`config.mk`:
```
export PLATFORM = sky130hd
export DESIGN_NAME = spi_port_with_fifo
export DESIGN_NICKNAME = d
export VERILOG_FILES = /design/src/shared/spi_port_pkg.sv /design/src/spi_port_with_fifo.sv /design/src/word_queue.sv
export SDC_FILE = /design/constraint.sdc
export NUM_CORES = 1
export LEC_CHECK = 0
export ABC_AREA = 1
export BUFFER_PORTS_ARGS = -buffer_cell sky130_fd_sc_hd__buf_2
export CORE_MARGIN = 2
export CORE_UTILIZATION = 57
export CTS_CLUSTER_DIAMETER = 60
export DETAILED_ROUTE_END_ITERATION = 8
export GPL_TIMING_DRIVEN = 0
export PLACE_DENSITY = 0.74
export RECOVER_POWER = 100
export SYNTH_ARGS = -nofsm -noshare
export SYNTH_HDL_FRONTEND = slang
export SYNTH_SLANG_ARGS = --single-unit
export TNS_END_PERCENT = 100
```
`constraint.sdc`:
```
create_clock -name clk_in -period 12.75 [get_ports clk_in]
set_input_delay 1.275 -clock clk_in [delete_from_list [all_inputs] [get_ports clk_in]]
set_output_delay 1.275 -clock clk_in [all_outputs]
set_load 0.02 [all_outputs]
```
`src/shared/spi_port_pkg.sv`:
```
// Constants, register layout and state codes of the serial port
// Functional notes
// - Single buffer or eight-deep queues, selectable
// - Four pins; three- and two-pin arrangements
// - Framed protocol, master or slave, four variants
// - Master starts shifting when buffer written
// - Enable bit 15 activates module and pins
// - Halt-in-idle bit 13 stops module in idle
// - Element count: pending (master), unread (slave)
// - Shifter-empty bit 7 shows idle shift register in queue mode
// - Overflow bit 6 drops word, software clears
// - Receive-queue-empty bit 5 in queue mode
// - Transmit interrupt select codes 111 to 100
// - Receive interrupt select codes 011 to 000
// - Standard transmit-full set on write, cleared on load
// - Queue transmit-full tracks last free slot
// - Standard receive-full set on store, cleared on read
// - Queue receive-full tracks last unread slot
// - Master clock from primary and secondary dividers
// - Width bit selects 16 or 8 bits
// - Polarity sets idle level; edge bit picks change
// - Frame pulse direction, polarity and timing bits
// - Divider field encodings as documented
package spi_port_pkg;

  // Register indices on the plain register port
  localparam logic [1:0] STAT_IDX = 2'h0;
  localparam logic [1:0] CON1_IDX = 2'h1;
  localparam logic [1:0] CON2_IDX = 2'h2;
  localparam logic [1:0] BUF_IDX  = 2'h3;

  // Status and control register fields
  localparam int EN_BIT    = 15;
  localparam int SIDL_BIT  = 13;
  localparam int BEC_LSB   = 8;
  localparam int SHEMP_BIT = 7;
  localparam int ROV_BIT   = 6;
  localparam int RXMPT_BIT = 5;
  localparam int ISEL_LSB  = 2;
  localparam int TBF_BIT   = 1;
  localparam int RBF_BIT   = 0;

  // First control register fields
  localparam int CLK_OFF_BIT = 12;
  localparam int SDO_OFF_BIT = 11;
  localparam int WIDTH_BIT   = 10;
  localparam int PHASE_BIT   = 9;
  localparam int EDGE_BIT    = 8;
  localparam int SELUSE_BIT  = 7;
  localparam int CPOL_BIT    = 6;
  localparam int MST_BIT     = 5;
  localparam int SEC_LSB     = 2;
  localparam int PRI_LSB     = 0;
  localparam logic [15:0] CON1_MASK = 16'h1fff;

  // Second control register fields
  localparam int FRM_BIT  = 15;
  localparam int FSD_BIT  = 14;
  localparam int FPOL_BIT = 13;
  localparam int FE_BIT   = 1;
  localparam int QEN_BIT  = 0;
  localparam logic [15:0] CON2_MASK = 16'he003;

  // Reset values of the status and both control registers
  localparam logic [15:0] STAT_RST = 16'h0000;
  localparam logic [15:0] CON1_RST = 16'h0000;
  localparam logic [15:0] CON2_RST = 16'h0000;

  // Queue geometry
  localparam int QDEPTH = 8;
  localparam int QW     = 16;

  // Last edge index of a word, 8 and 16 bit
  localparam logic [4:0] LAST_E8  = 5'h0f;
  localparam logic [4:0] LAST_E16 = 5'h1f;

  // Interrupt condition select codes
  localparam logic [2:0] IS_TX_FULL  = 3'h7;
  localparam logic [2:0] IS_TX_EMPTY = 3'h6;
  localparam logic [2:0] IS_TX_DONE  = 3'h5;
  localparam logic [2:0] IS_TX_SLOT  = 3'h4;
  localparam logic [2:0] IS_RX_FULL  = 3'h3;
  localparam logic [2:0] IS_RX_3Q    = 3'h2;
  localparam logic [2:0] IS_RX_AVAIL = 3'h1;
  localparam logic [2:0] IS_RX_EMPTY = 3'h0;

  // Shift engine states, Gray along idle-pre-shift
  typedef enum logic [1:0] {
    ST_IDLE  = 2'b00,
    ST_PRE   = 2'b01,
    ST_SHIFT = 2'b11
  } shift_state_e;

endpackage : spi_port_pkg

```
`src/spi_port_with_fifo.sv`:
```
// Serial port engine with register file, prescaler and framing
module spi_port_with_fifo
  import spi_port_pkg::*;
(
  // Clock, reset and global controls
  input  wire logic        clk_in,
  input  wire logic        rst_in,
  input  wire logic        ce_in,
  input  wire logic        idle_mode_in,
  // Register port
  input  wire logic [1:0]  addr_in,
  input  wire logic [15:0] wdata_in,
  input  wire logic        wr_in,
  input  wire logic        rd_in,
  output logic      [15:0] rdata_out,
  // Serial pins
  input  wire logic        serial_in_pin_in,
  input  wire logic        shift_clock_pin_in,
  output logic             shift_clock_pin_out,
  output logic             shift_clock_oe_out,
  output logic             serial_out_pin_out,
  output logic             serial_out_oe_out,
  input  wire logic        select_pin_in,
  output logic             select_pin_out,
  output logic             select_pin_oe_out,
  // Module interrupt pulse
  output logic             port_irq_out
);

  // All module state in one record
  typedef struct packed {
    logic [15:0]  rdata;    // Read data, one cycle after strobe
    logic         en;       // Module enable
    logic         sidl;     // Halt in idle
    logic         ov;       // Receive overflow flag
    logic [2:0]   isel;     // Interrupt condition select
    logic [15:0]  con1;     // First control register
    logic [15:0]  con2;     // Second control register
    logic [15:0]  txhold;   // Standard transmit holding word
    logic [15:0]  rxhold;   // Standard receive holding word
    logic         tbf;      // Standard transmit full
    logic         rbf;      // Standard receive full
    shift_state_e st;       // Shift engine state
    logic [4:0]   ecnt;     // Clock edge index in the word
    logic [8:0]   div;      // Prescaler countdown
    logic         act;      // Master clock at active level
    logic [15:0]  txsh;     // Outgoing shift register
    logic [15:0]  rxsh;     // Incoming shift register
    logic [2:0]   sdi_s;    // Data input synchroniser
    logic [2:0]   sck_s;    // Clock input synchroniser
    logic [2:0]   ss_s;     // Select input synchroniser
    logic         sck_st;   // Settled clock pin level
    logic         ss_st;    // Settled select pin level
    logic         sck_o;    // Clock pin drive
    logic         sck_oe;   // Clock pin enable
    logic         sdo_o;    // Data pin drive
    logic         sdo_oe;   // Data pin enable
    logic         ss_o;     // Select pin drive
    logic         ss_oe;    // Select pin enable
    logic         irq;      // Interrupt pulse
  } port_s;

  port_s q;  // Registered state
  port_s d;  // Next state

  // Queue hookup
  logic        tx_push, tx_pop, rx_push, rx_pop;
  logic [15:0] tx_dout, rx_dout, rxw;
  logic [3:0]  tx_cnt, rx_cnt;
  logic        tx_full, tx_empty, rx_full, rx_empty;

  // Decoded configuration and per-cycle events
  logic       mst, w16, cke, cpol, sel_use, frm, fsd, fpol, fe, qen;
  logic       run, tick, ev, lead, chg, take, done, ov_set, ov_clr;
  logic       tx_avail, fpulse, sel_ok, pulse, sh_empty;
  logic [4:0] last_e;
  logic [8:0] reload;

  // Divider ratio minus one from both prescale fields
  function automatic logic [8:0] ratio_m1(input logic [1:0] pri,
                                          input logic [2:0] sec);
    logic [6:0] p;
    logic [3:0] s;
    p = 7'h01;
    s = 4'h8 - 4'(sec);                 // 111 is 1, 000 is 8
    case (pri)
      2'b11:   p = 7'h01;
      2'b10:   p = 7'h04;
      2'b01:   p = 7'h10;
      default: p = 7'h40;
    endcase
    ratio_m1 = 9'(11'(p) * 11'(s) - 11'h001);
  endfunction : ratio_m1

  // Transmit queue, fed by buffer writes
  word_queue u_tx_q (
    .clk_in    (clk_in),
    .rst_in    (rst_in),
    .ce_in     (ce_in),
    .flush_in  (!q.en),
    .push_in   (tx_push),
    .data_in   (wdata_in),
    .pop_in    (tx_pop),
    .data_out  (tx_dout),
    .count_out (tx_cnt),
    .full_out  (tx_full),
    .empty_out (tx_empty)
  );

  // Receive queue, drained by buffer reads
  word_queue u_rx_q (
    .clk_in    (clk_in),
    .rst_in    (rst_in),
    .ce_in     (ce_in),
    .flush_in  (!q.en),
    .push_in   (rx_push),
    .data_in   (rxw),
    .pop_in    (rx_pop),
    .data_out  (rx_dout),
    .count_out (rx_cnt),
    .full_out  (rx_full),
    .empty_out (rx_empty)
  );

  // Next-state logic for registers, shift engine and pins
  always_comb begin
    d       = q;
    tx_push = 1'b0;
    tx_pop  = 1'b0;
    rx_push = 1'b0;
    rx_pop  = 1'b0;
    take    = 1'b0;
    done    = 1'b0;
    ov_set  = 1'b0;
    ov_clr  = 1'b0;
    tick    = 1'b0;
    ev      = 1'b0;
    // Configuration fields
    mst  = q.con1[MST_BIT];
    w16  = q.con1[WIDTH_BIT];
    cke  = q.con1[EDGE_BIT];
    cpol = q.con1[CPOL_BIT];
    sel_use = q.con1[SELUSE_BIT];
    frm  = q.con2[FRM_BIT];
    fsd  = q.con2[FSD_BIT];
    fpol = q.con2[FPOL_BIT];
    fe   = q.con2[FE_BIT];
    qen  = q.con2[QEN_BIT];
    run  = q.en && !(q.sidl && idle_mode_in);
    last_e = w16 ? LAST_E16 : LAST_E8;
    reload = ratio_m1(q.con1[PRI_LSB +: 2], q.con1[SEC_LSB +: 3]);
    tx_avail = qen ? !tx_empty : q.tbf;
    // Pins pass three flops; a clock or select level counts once the last two agree
    d.sdi_s = {q.sdi_s[1:0], serial_in_pin_in};
    d.sck_s = {q.sck_s[1:0], shift_clock_pin_in};
    d.ss_s  = {q.ss_s[1:0], select_pin_in};
    if (q.sck_s[1] == q.sck_s[2]) begin
      d.sck_st = q.sck_s[2];
    end
    if (q.ss_s[1] == q.ss_s[2]) begin
      d.ss_st = q.ss_s[2];
    end
    fpulse = (q.ss_st == fpol);
    sel_ok = !(sel_use && !frm && q.ss_st);
    // Edge events: prescaler in master role, pin in slave role
    if (mst) begin
      if (q.st != ST_IDLE) begin
        if (q.div == 9'h000) begin
          tick  = 1'b1;
          d.div = reload;
        end else begin
          d.div = q.div - 9'h001;
        end
      end
      ev   = tick && (q.st == ST_SHIFT);
      lead = !q.act;
    end else begin
      ev = (q.sck_s[1] == q.sck_s[2]) && (q.sck_s[2] != q.sck_st)
           && (q.st == ST_SHIFT) && sel_ok;
      lead = q.sck_s[2] ^ cpol;
    end
    // Edge bit picks which edge changes data; the other samples
    chg = cke ? !lead : lead;
    // Shift engine, frozen when halted
    if (run) begin
      if (ev) begin
        d.act = !q.act;
        if (!chg) begin
          d.rxsh = {q.rxsh[14:0], q.sdi_s[2]};
        end else if (q.ecnt != 5'h00) begin
          d.txsh = {q.txsh[14:0], 1'b0};
        end
        if (q.ecnt == last_e) begin
          done = 1'b1;
        end else begin
          d.ecnt = q.ecnt + 5'h01;
        end
      end
      case (q.st)
        ST_IDLE: begin
          // Master waits for data and, when the frame pin is an input, for an incoming frame pulse
          if (mst && tx_avail && (!(frm && fsd) || fpulse)) begin
            take = 1'b1;
            d.st = (frm && !fsd && !fe) ? ST_PRE : ST_SHIFT;
          end else if (!mst && (!(frm && fsd) || fpulse)) begin
            take = tx_avail;
            d.st = ST_SHIFT;
          end
        end
        ST_PRE: begin
          // Frame pulse stands one half clock period ahead
          if (tick) begin
            d.st = ST_SHIFT;
          end
        end
        ST_SHIFT: begin
          if (done) begin
            d.st   = ST_IDLE;
            d.ecnt = 5'h00;
            d.act  = 1'b0;
          end else if (!mst && !sel_ok) begin
            d.ecnt = 5'h00;
          end
        end
        default: d.st = ST_IDLE;
      endcase
    end
    // Loading the shifter frees the holding word or queue slot
    if (take) begin
      d.txsh = qen ? tx_dout : q.txhold;
      d.ecnt = 5'h00;
      d.act  = 1'b0;
      d.div  = reload;
      tx_pop = qen;
      if (!qen) begin
        d.tbf = 1'b0;
      end
    end else if (run && (q.st == ST_IDLE) && !mst) begin
      d.txsh = 16'h0000;
    end
    // A finished word goes to the holding word or receive queue
    rxw = w16 ? d.rxsh : {8'h00, d.rxsh[7:0]};
    if (done) begin
      if (qen) begin
        if (rx_full) begin
          ov_set = 1'b1;
        end else begin
          rx_push = 1'b1;
        end
      end else if (q.rbf) begin
        ov_set = 1'b1;
      end else begin
        d.rxhold = rxw;
        d.rbf    = 1'b1;
      end
    end
    // Module disabled: engine parked
    if (!q.en) begin
      d.st   = ST_IDLE;
      d.ecnt = 5'h00;
      d.act  = 1'b0;
    end
    // Register writes
    if (wr_in) begin
      if (addr_in == STAT_IDX) begin
        d.en    = wdata_in[EN_BIT];
        d.sidl  = wdata_in[SIDL_BIT];
        d.isel  = wdata_in[ISEL_LSB +: 3];
        ov_clr  = !wdata_in[ROV_BIT];
      end else if (addr_in == CON1_IDX) begin
        d.con1 = wdata_in & CON1_MASK;
      end else if (addr_in == CON2_IDX) begin
        d.con2 = wdata_in & CON2_MASK;
      end else if (addr_in == BUF_IDX) begin
        if (qen) begin
          tx_push = !tx_full;
        end else begin
          d.txhold = wdata_in;
          d.tbf    = 1'b1;
        end
      end
    end
    // Overflow: a new overflow wins over a clearing write
    d.ov = (q.ov && !ov_clr) || ov_set;
    // Register reads; data stand one cycle only
    // Empty flags are only meaningful in queue mode; they read 0 otherwise
    sh_empty = (q.st == ST_IDLE) || (!mst && q.ecnt == 5'h00);
    d.rdata = 16'h0000;
    if (rd_in) begin
      if (addr_in == STAT_IDX) begin
        d.rdata[EN_BIT]           = q.en;
        d.rdata[SIDL_BIT]         = q.sidl;
        d.rdata[BEC_LSB +: 3]     = mst ? tx_cnt[2:0] : rx_cnt[2:0];
        d.rdata[SHEMP_BIT]        = qen && sh_empty;
        d.rdata[ROV_BIT]          = q.ov;
        d.rdata[RXMPT_BIT]        = qen && rx_empty;
        d.rdata[ISEL_LSB +: 3]    = q.isel;
        d.rdata[TBF_BIT]          = qen ? tx_full : q.tbf;
        d.rdata[RBF_BIT]          = qen ? rx_full : q.rbf;
      end else if (addr_in == CON1_IDX) begin
        d.rdata = q.con1;
      end else if (addr_in == CON2_IDX) begin
        d.rdata = q.con2;
      end else if (addr_in == BUF_IDX) begin
        if (qen) begin
          d.rdata = rx_dout;
          rx_pop  = !rx_empty;
        end else begin
          d.rdata = q.rxhold;
          // A word stored this same cycle keeps the flag set
          d.rbf   = done && !q.rbf;
        end
      end
    end
    // Interrupt pulse per selected condition in queue mode, per stored word otherwise
    d.irq = 1'b0;
    if (qen) begin
      case (q.isel)
        IS_TX_FULL:  d.irq = tx_push && (tx_cnt == 4'h7);
        IS_TX_EMPTY: d.irq = take && (tx_cnt == 4'h1);
        IS_TX_DONE:  d.irq = done;
        IS_TX_SLOT:  d.irq = take;
        IS_RX_FULL:  d.irq = rx_push && (rx_cnt == 4'h7);
        IS_RX_3Q:    d.irq = rx_push && (rx_cnt == 4'h5);
        IS_RX_AVAIL: d.irq = rx_push;
        default:     d.irq = rx_pop && (rx_cnt == 4'h1);
      endcase
    end else begin
      d.irq = done && !q.rbf;
    end
    // Pins go to the module only while it is enabled
    pulse = (d.st == ST_PRE) || ((d.st == ST_SHIFT) &&
            (mst ? (fe && d.ecnt < 5'h02) : d.ecnt == 5'h00));
    d.sck_o  = d.act ^ cpol;
    d.sck_oe = q.en && mst && !q.con1[CLK_OFF_BIT];
    d.sdo_o  = w16 ? d.txsh[15] : d.txsh[7];
    d.sdo_oe = q.en && !q.con1[SDO_OFF_BIT];
    d.ss_o   = pulse ? fpol : !fpol;
    d.ss_oe  = q.en && frm && !fsd;
  end

  // State register; every reset value is zero
  always_ff @(posedge clk_in or posedge rst_in) begin
    if (rst_in) begin
      q <= '0;
    end else if (ce_in) begin
      q <= d;
    end
  end

  // Outputs straight from the state flops
  assign rdata_out           = q.rdata;
  assign shift_clock_pin_out = q.sck_o;
  assign shift_clock_oe_out  = q.sck_oe;
  assign serial_out_pin_out  = q.sdo_o;
  assign serial_out_oe_out   = q.sdo_oe;
  assign select_pin_out      = q.ss_o;
  assign select_pin_oe_out   = q.ss_oe;
  assign port_irq_out        = q.irq;

endmodule : spi_port_with_fifo

```
`src/word_queue.sv`:
```
// Eight-deep word queue used for transmit and receive paths
module word_queue
  import spi_port_pkg::*;
(
  // Clock, reset, enable
  input  wire logic          clk_in,
  input  wire logic          rst_in,
  input  wire logic          ce_in,
  input  wire logic          flush_in,
  // Write side
  input  wire logic          push_in,
  input  wire logic [QW-1:0] data_in,
  // Read side
  input  wire logic          pop_in,
  output logic      [QW-1:0] data_out,
  // Occupancy
  output logic      [3:0]    count_out,
  output logic               full_out,
  output logic               empty_out
);

  // Whole queue state in one record
  typedef struct packed {
    logic [QDEPTH-1:0][QW-1:0] mem;  // Storage words
    logic [2:0]                wp;   // Write pointer
    logic [2:0]                rp;   // Read pointer
    logic [3:0]                cnt;  // Words held
  } queue_s;

  queue_s q;  // Registered state
  queue_s d;  // Next state

  logic do_push;  // Accepted write
  logic do_pop;   // Accepted read

  // Pointer and count update; a push into a full queue is dropped
  always_comb begin
    d       = q;
    do_push = push_in && (q.cnt != 4'(QDEPTH));
    do_pop  = pop_in && (q.cnt != 4'h0);
    if (do_push) begin
      d.mem[q.wp] = data_in;
      d.wp        = q.wp + 3'h1;
    end
    if (do_pop) begin
      d.rp = q.rp + 3'h1;
    end
    // Count follows both sides so simultaneous access nets out
    d.cnt = q.cnt + 4'(do_push) - 4'(do_pop);
    if (flush_in) begin
      d.wp  = 3'h0;
      d.rp  = 3'h0;
      d.cnt = 4'h0;
    end
  end

  // State register, frozen while the clock enable is low
  always_ff @(posedge clk_in or posedge rst_in) begin
    if (rst_in) begin
      q <= '0;
    end else if (ce_in) begin
      q <= d;
    end
  end

  // Head word and flags come straight from the state
  assign data_out  = q.mem[q.rp];
  assign count_out = q.cnt;
  assign full_out  = (q.cnt == 4'(QDEPTH));
  assign empty_out = (q.cnt == 4'h0);

endmodule : word_queue

```
; Word level (Yosys, flattened, before mapping)
; Cells that the tools add are included.
[classes]
addsub = 12
multipliers = 1
n_lt_le_gt_ge = 7
n_eq_ne = 35
mux = 119
bitwise_logic = 7
n_reduce_logical = 94
[op_table]
columns = cell, count
row1 = 128-bit bitwise mux, 2
row2 = 16-bit two-way mux, 16
row3 = 16-bit binary-select mux with 3-bit select, 2
row4 = 16-bit demux with 3-bit select, 2
row5 = 1-bit two-way mux, 66
row6 = 33-bit two-way mux, 2
row7 = 1-bit logical AND, 40
row8 = 5-bit two-way mux, 6
row9 = 9-bit two-way mux, 3
row10 = 7-bit case mux with 3 select lines, 1
row11 = 10-bit two-way mux, 2
row12 = 1-bit logical NOT, 18
row13 = 9-bit by 1-bit subtractor with 9-bit output (second input constant), 2
row14 = 3-bit by 4-bit < comparator with 1-bit output (second input constant), 4
row15 = 2-bit AND reduction, 8
row16 = 15-bit two-way mux, 1
row17 = 3-bit two-way mux, 5
row18 = 7-bit two-way mux, 2
row19 = 3-bit by 1-bit adder with 3-bit output (second input constant), 4
row20 = 2-bit equality test (second input constant), 6
row21 = 3-bit equality test (second input constant), 4
row22 = 4-bit by 3-bit equality test with 1-bit output (second input constant), 3
row23 = 2-bit two-way mux, 6
row24 = 3-bit nonzero test, 4
row25 = other kinds (34), 66
[totals]
ff_bits = 417
in_bits = 27
output_inout_bits = 23
elab_cells = 327

; Logic depth before layout (Yosys ltp)
[depth]
word_depth = 19
ltp_mapped = 21
mapped_depth_nobuf = 21

; Hierarchy
; From an unflattened synthesis, not the netlist that was laid out.
[unflattened]
cells_unflattened = 2979
hier_area_um2 = 23000.8
[by_module_without_submodules]
columns = module, instances, cells_each, area_each_um2, seq_area_each_um2
row1 = word_queue, 2, 978, 7564.8, 3453.3
row2 = spi_port_with_fifo, 1, 1023, 7871.3, 3528.4

; Worst setup path before layout
; OpenSTA, ideal clock, no wires.
[synth_timing]
path_kind = in2reg
startpoint = input idle_mode_in
endpoint = register u_tx_q.q (netlist bit u_tx_q.count_out[1])
setup_ns = 0.134
arrival_ns = 2.920
required_time_ns = 12.616
setup_slack_ns = 9.695
stages = 11
path_buffers = 0
cell_sequence = nand2_1 nand2_1 inv_2 nand3_2 nor2_1 ha_1 inv_1 ha_1 fa_1 nand2_1 o21ai_0
[synth_between]
elab_chain_len = 8
[synth_lines]
columns = element, line_no
row1 = "start, declared", spi_port_with_fifo.sv:9  ; input wire logic idle_mode_in,
row2 = 1-bit logical AND, spi_port_with_fifo.sv:149  ; run = q.en && !(q.sidl && idle_mode_in);
row3 = 1-bit logical NOT, spi_port_with_fifo.sv:149
row4 = 1-bit logical AND, spi_port_with_fifo.sv:149
row5 = 1-bit two-way mux, spi_port_with_fifo.sv:185  ; if (run) begin
row6 = 1-bit two-way mux, spi_port_with_fifo.sv:229  ; if (take) begin
row7 = 1-bit logical AND, word_queue.sv:40  ; do_pop = pop_in && (q.cnt != 4'h0);
row8 = 4-bit by 1-bit subtractor with 4-bit output, word_queue.sv:49  ; d.cnt = q.cnt + 4'(do_push) - 4'(do_pop);
row9 = 10-bit two-way mux, word_queue.sv:50  ; if (flush_in) begin
row10 = "end signal, assigned", word_queue.sv:60  ; q <= '0;
row11 = "end signal, assigned", word_queue.sv:62  ; q <= d;
row12 = "end, declared", word_queue.sv:30  ; queue_s q;
; No other way between the ends.
; A chain may end at the register's enable or synchronous reset.

==> implementation parameters <==
Parameter                              Value

Setup path
  Reg-to-reg endpoint    u_rx_q.q[45]
  Arrival time reported for the critical path endpoint    ~7500 ps
  Kind of capture point of the worst setup path    async pin
  CP endpoint    q[63]
  Kind of start point of the critical path    input port
  Start of the worst register-to-register path    q[51]
  Data required time of the critical path    ~13000 ps
  Reg2Reg Depth    14
  Critical Path Start    rst_in
  Critical Path Fanout Max    40
  Reg-to-reg slack, setup    9100 ps
  Kind of critical path    input port to async pin

Yosys
  Library cell occupying the most area in the post-synthesis netlist    dfrtp_1
  Yosys warns    0
  Flop and latch count out of synthesis    roughly 420
  Top cells by area, synth    dfrtp_1 (51%), nand2_1 (9.9%), o21ai_0 (9.7%), nor2_1 (3.6%), o21ai_1 (3.6%)
  Top cell types by occurrence after synthesis    nand2_1 (536), dfrtp_1 (417), o21ai_0 (393)
  Post-synth top flop    dfrtp_1
  Distinct cell type count of the synthesized netlist    between 50 and 60
  Most frequent cell after synthesis    nand2_1
  Average footprint of a synthesized cell    8.42 um2
  Fraction of the yosys area taken by sequential cells    0.515
  Cell area after synthesis    just over 20000 um2
  Async S/R FF share, synth    1.00
  Number of enable-type register cells in the synthesized netlist    0
  Post-Synthesis Net Count    about 2.5k
  Synthesized netlist cell count    2408
  Post-synth top area share    0.515

CTS
  CTS-repair resized insts    0
  Clock tree from TritonCTS    yes
  Root buffer cell    clkbuf_16
  Total number of H-tree levels    2
  CTS max path bufs    3
  Setup Buffers After CTS    0
  TritonCTS buffer count    45
  Hold buffer count at cts    0
  Clock latency reported for the late side of the worst-skew pair    560 ps
  Sinks on Clock Net    between 400 and 500
  Clock-pin slew on the worst setup and hold paths    ~60 ps

Power
  Total leakage power    slightly above 0.01 uW
  Power Dens Cells    about 160 nW/um2
  Maximum resistive drop on vdd    ~130 uV

Die
  I/O pins    50
  Placeable Area    35300 um2
  Horizontal die dimension    roughly 190 um
  Num rows    69
  Area of the die    37100 um2
  Die Ht    a little under 200 um
  Initial standard-cell utilization of the core    0.574

Detailed routing
  DRT antenna net count    0
  Post-detailed-routing wire length    61700 um
  Routed via count divided by cell count    between 6 and 7
  DRC violation total after the first TritonRoute iteration    approximately 2k
  Detailed-route wire length per cell    slightly above 20 um
  Residual DRC    0
  Length of the first detailed-routing pass in iterations    6
  Total via count after detailed routing    ~18k

Place
  GPL Wtd Cong    0.964
  Number of buffers added on ports    slightly below 50
  Total half-perimeter wirelength after legalization and detailed placement    44600 um
  Placed Cells incl. Taps    about 3k

Final layout
  Final net count    between 2k and 3k
  Antenna Cells    0
  Post-Layout Cell Count    ~3k
  Share of final-layout standard cells stronger than drive strength 1    0.0636
  Area overhead of the layout relative to synthesis    10.5%

STA
  Transition time of the tightest slew-check pin    approximately 2300 ps
  Final Max Tran Viols    between 200 and 300
  Slew margin rel.    -0.558
  Share of the cycle needed by the critical path after routing    0.530
  Unrepaired setup endpoints after global routing    no
  Sum Neg Setup Slack    0 ps
  Fmax    148 MHz
  Clock period minus final worst setup slack    approximately 6800 ps
  Final hold violations    0
  Final count of negative-setup-slack endpoints    0
  Setup Skew    22.7 ps

Run status
  Violated checks    max-capacitance violations, max-slew violations
  Run status    complete, but fails checks

Global routing
  Antenna violations before repair    0
  Via count of the first global-routing pass    between 15k and 20k
  Overall overflow remaining after global route    0
  Largest net degree at the start of global routing    45
  Overall Global Routing Usage    0.341
  First-pass GRT wire length    97300 um

Job
  Max cap viols    7

Hold path
  Number of cells traversed by the worst hold path    2
  Class of the worst hold path    flip-flop to flip-flop
## area by class of cell
| type | count | area [um2] |
|---|---|---|
| timing repair buffer | 60 | 303 |
| tap | 461 | 577 |
| clock inverter | 14 | 131 |
| clock buffer | 66 | 1330 |
| buffer | 162 | 713 |
| sequential | 417 | 10400 |
| multi-input combinational | 1668 | 8310 |
| fill | 3087 | 12900 |
| inverter | 161 | 606 |
## cell usage in the layout, fill, tap and decap left out, types with 10 or more instances in the layout
cell type  count
dfrtp_1      417
o211ai_1      14
buf_4         17
clkbuf_1     165
buf_2         43
inv_1        153
o22ai_1       53
xor2_1        12
nor2_1       201
clkbuf_16     47
o221ai_1      33
nand2_1      547
nand4_1       10
o21ai_1       20
nand3_1       70
o21ai_0      536
a21oi_1       56
ha_1          33
## power by group
part	switching [uW]	leakage (uW)	internal (uW)	total, uW
Sequential	80.2	0.00567	1440	1520
Combinational	453	0.00396	207	659
Clock	536	0.000726	761	1300
Total	1070	0.0104	2400	3470
## stage by stage
stage | util | instance area [um2] | total power [uW] | setup slack [ps] | hold WS [ps]
finish | 0.634 | 22400 | 3470 | 5990 | 480
global route | 0.634 | 22400 | 3630 | 4800 | 501
CTS | 0.645 | 22800 | 3490 | 9340 | 478
detailed placement | 0.604 | 21300 | 2200 | 9060 | 463
global placement | 0.597 | 21100 | 2180 | 3620 | 457
floorplan | - | 20300 | 1990 | 5850 | 442
## how the worst min path moves through the flow
| stage | end | from |
|---|---|---|
| final | u_rx_q.q[39] | u_rx_q.q[39] |
| after detailed placement | u_rx_q.q[105] | u_rx_q.q[105] |
| after floorplan | d[10] | d[10] |
| after global placement | d[10] | d[10] |
| after CTS | u_rx_q.q[105] | u_rx_q.q[105] |
| after global routing | u_rx_q.q[39] | u_rx_q.q[39] |
## kinds of logic after synthesis
family / share of synthesized area
flip-flops: 0.515
XOR/XNOR: 0.00691
buffers and inverters: 0.0661
AO/OA/AOI/OAI: 0.209
adder cells (fa/ha/maj): 0.0283
AND/OR/NAND/NOR: 0.174
multiplexers: 0.000494
## state kept, by name, summed over array words and instances, names as in the netlist, 4 cells and up
register / cells
u_tx_q.count_out: 4
d: 6
u_rx_q.count_out: 4
u_tx_q.q: 134
u_rx_q.q: 134
q: 105
rdata_out: 16
## critical path, cell delays in order
cell	delay [ps]
buf_2	100
clkinvlp_2	440
clkbuf_1	1510
clkbuf_1	1660
clkbuf_1	1640
buf_12	320
buf_12	230
buf_12	250
## per-layer routing
layer / vias to the layer above / global-route usage / routed length [um]
met5: - / 0 / 0
met4: 0 / 0.159 / 2960
met1: 8946 / 0.461 / 25100
met2: 864 / 0.546 / 28800
met3: 202 / 0.0516 / 4880
li1: 8284 / - / -
(Power assumes the default switching activity.)
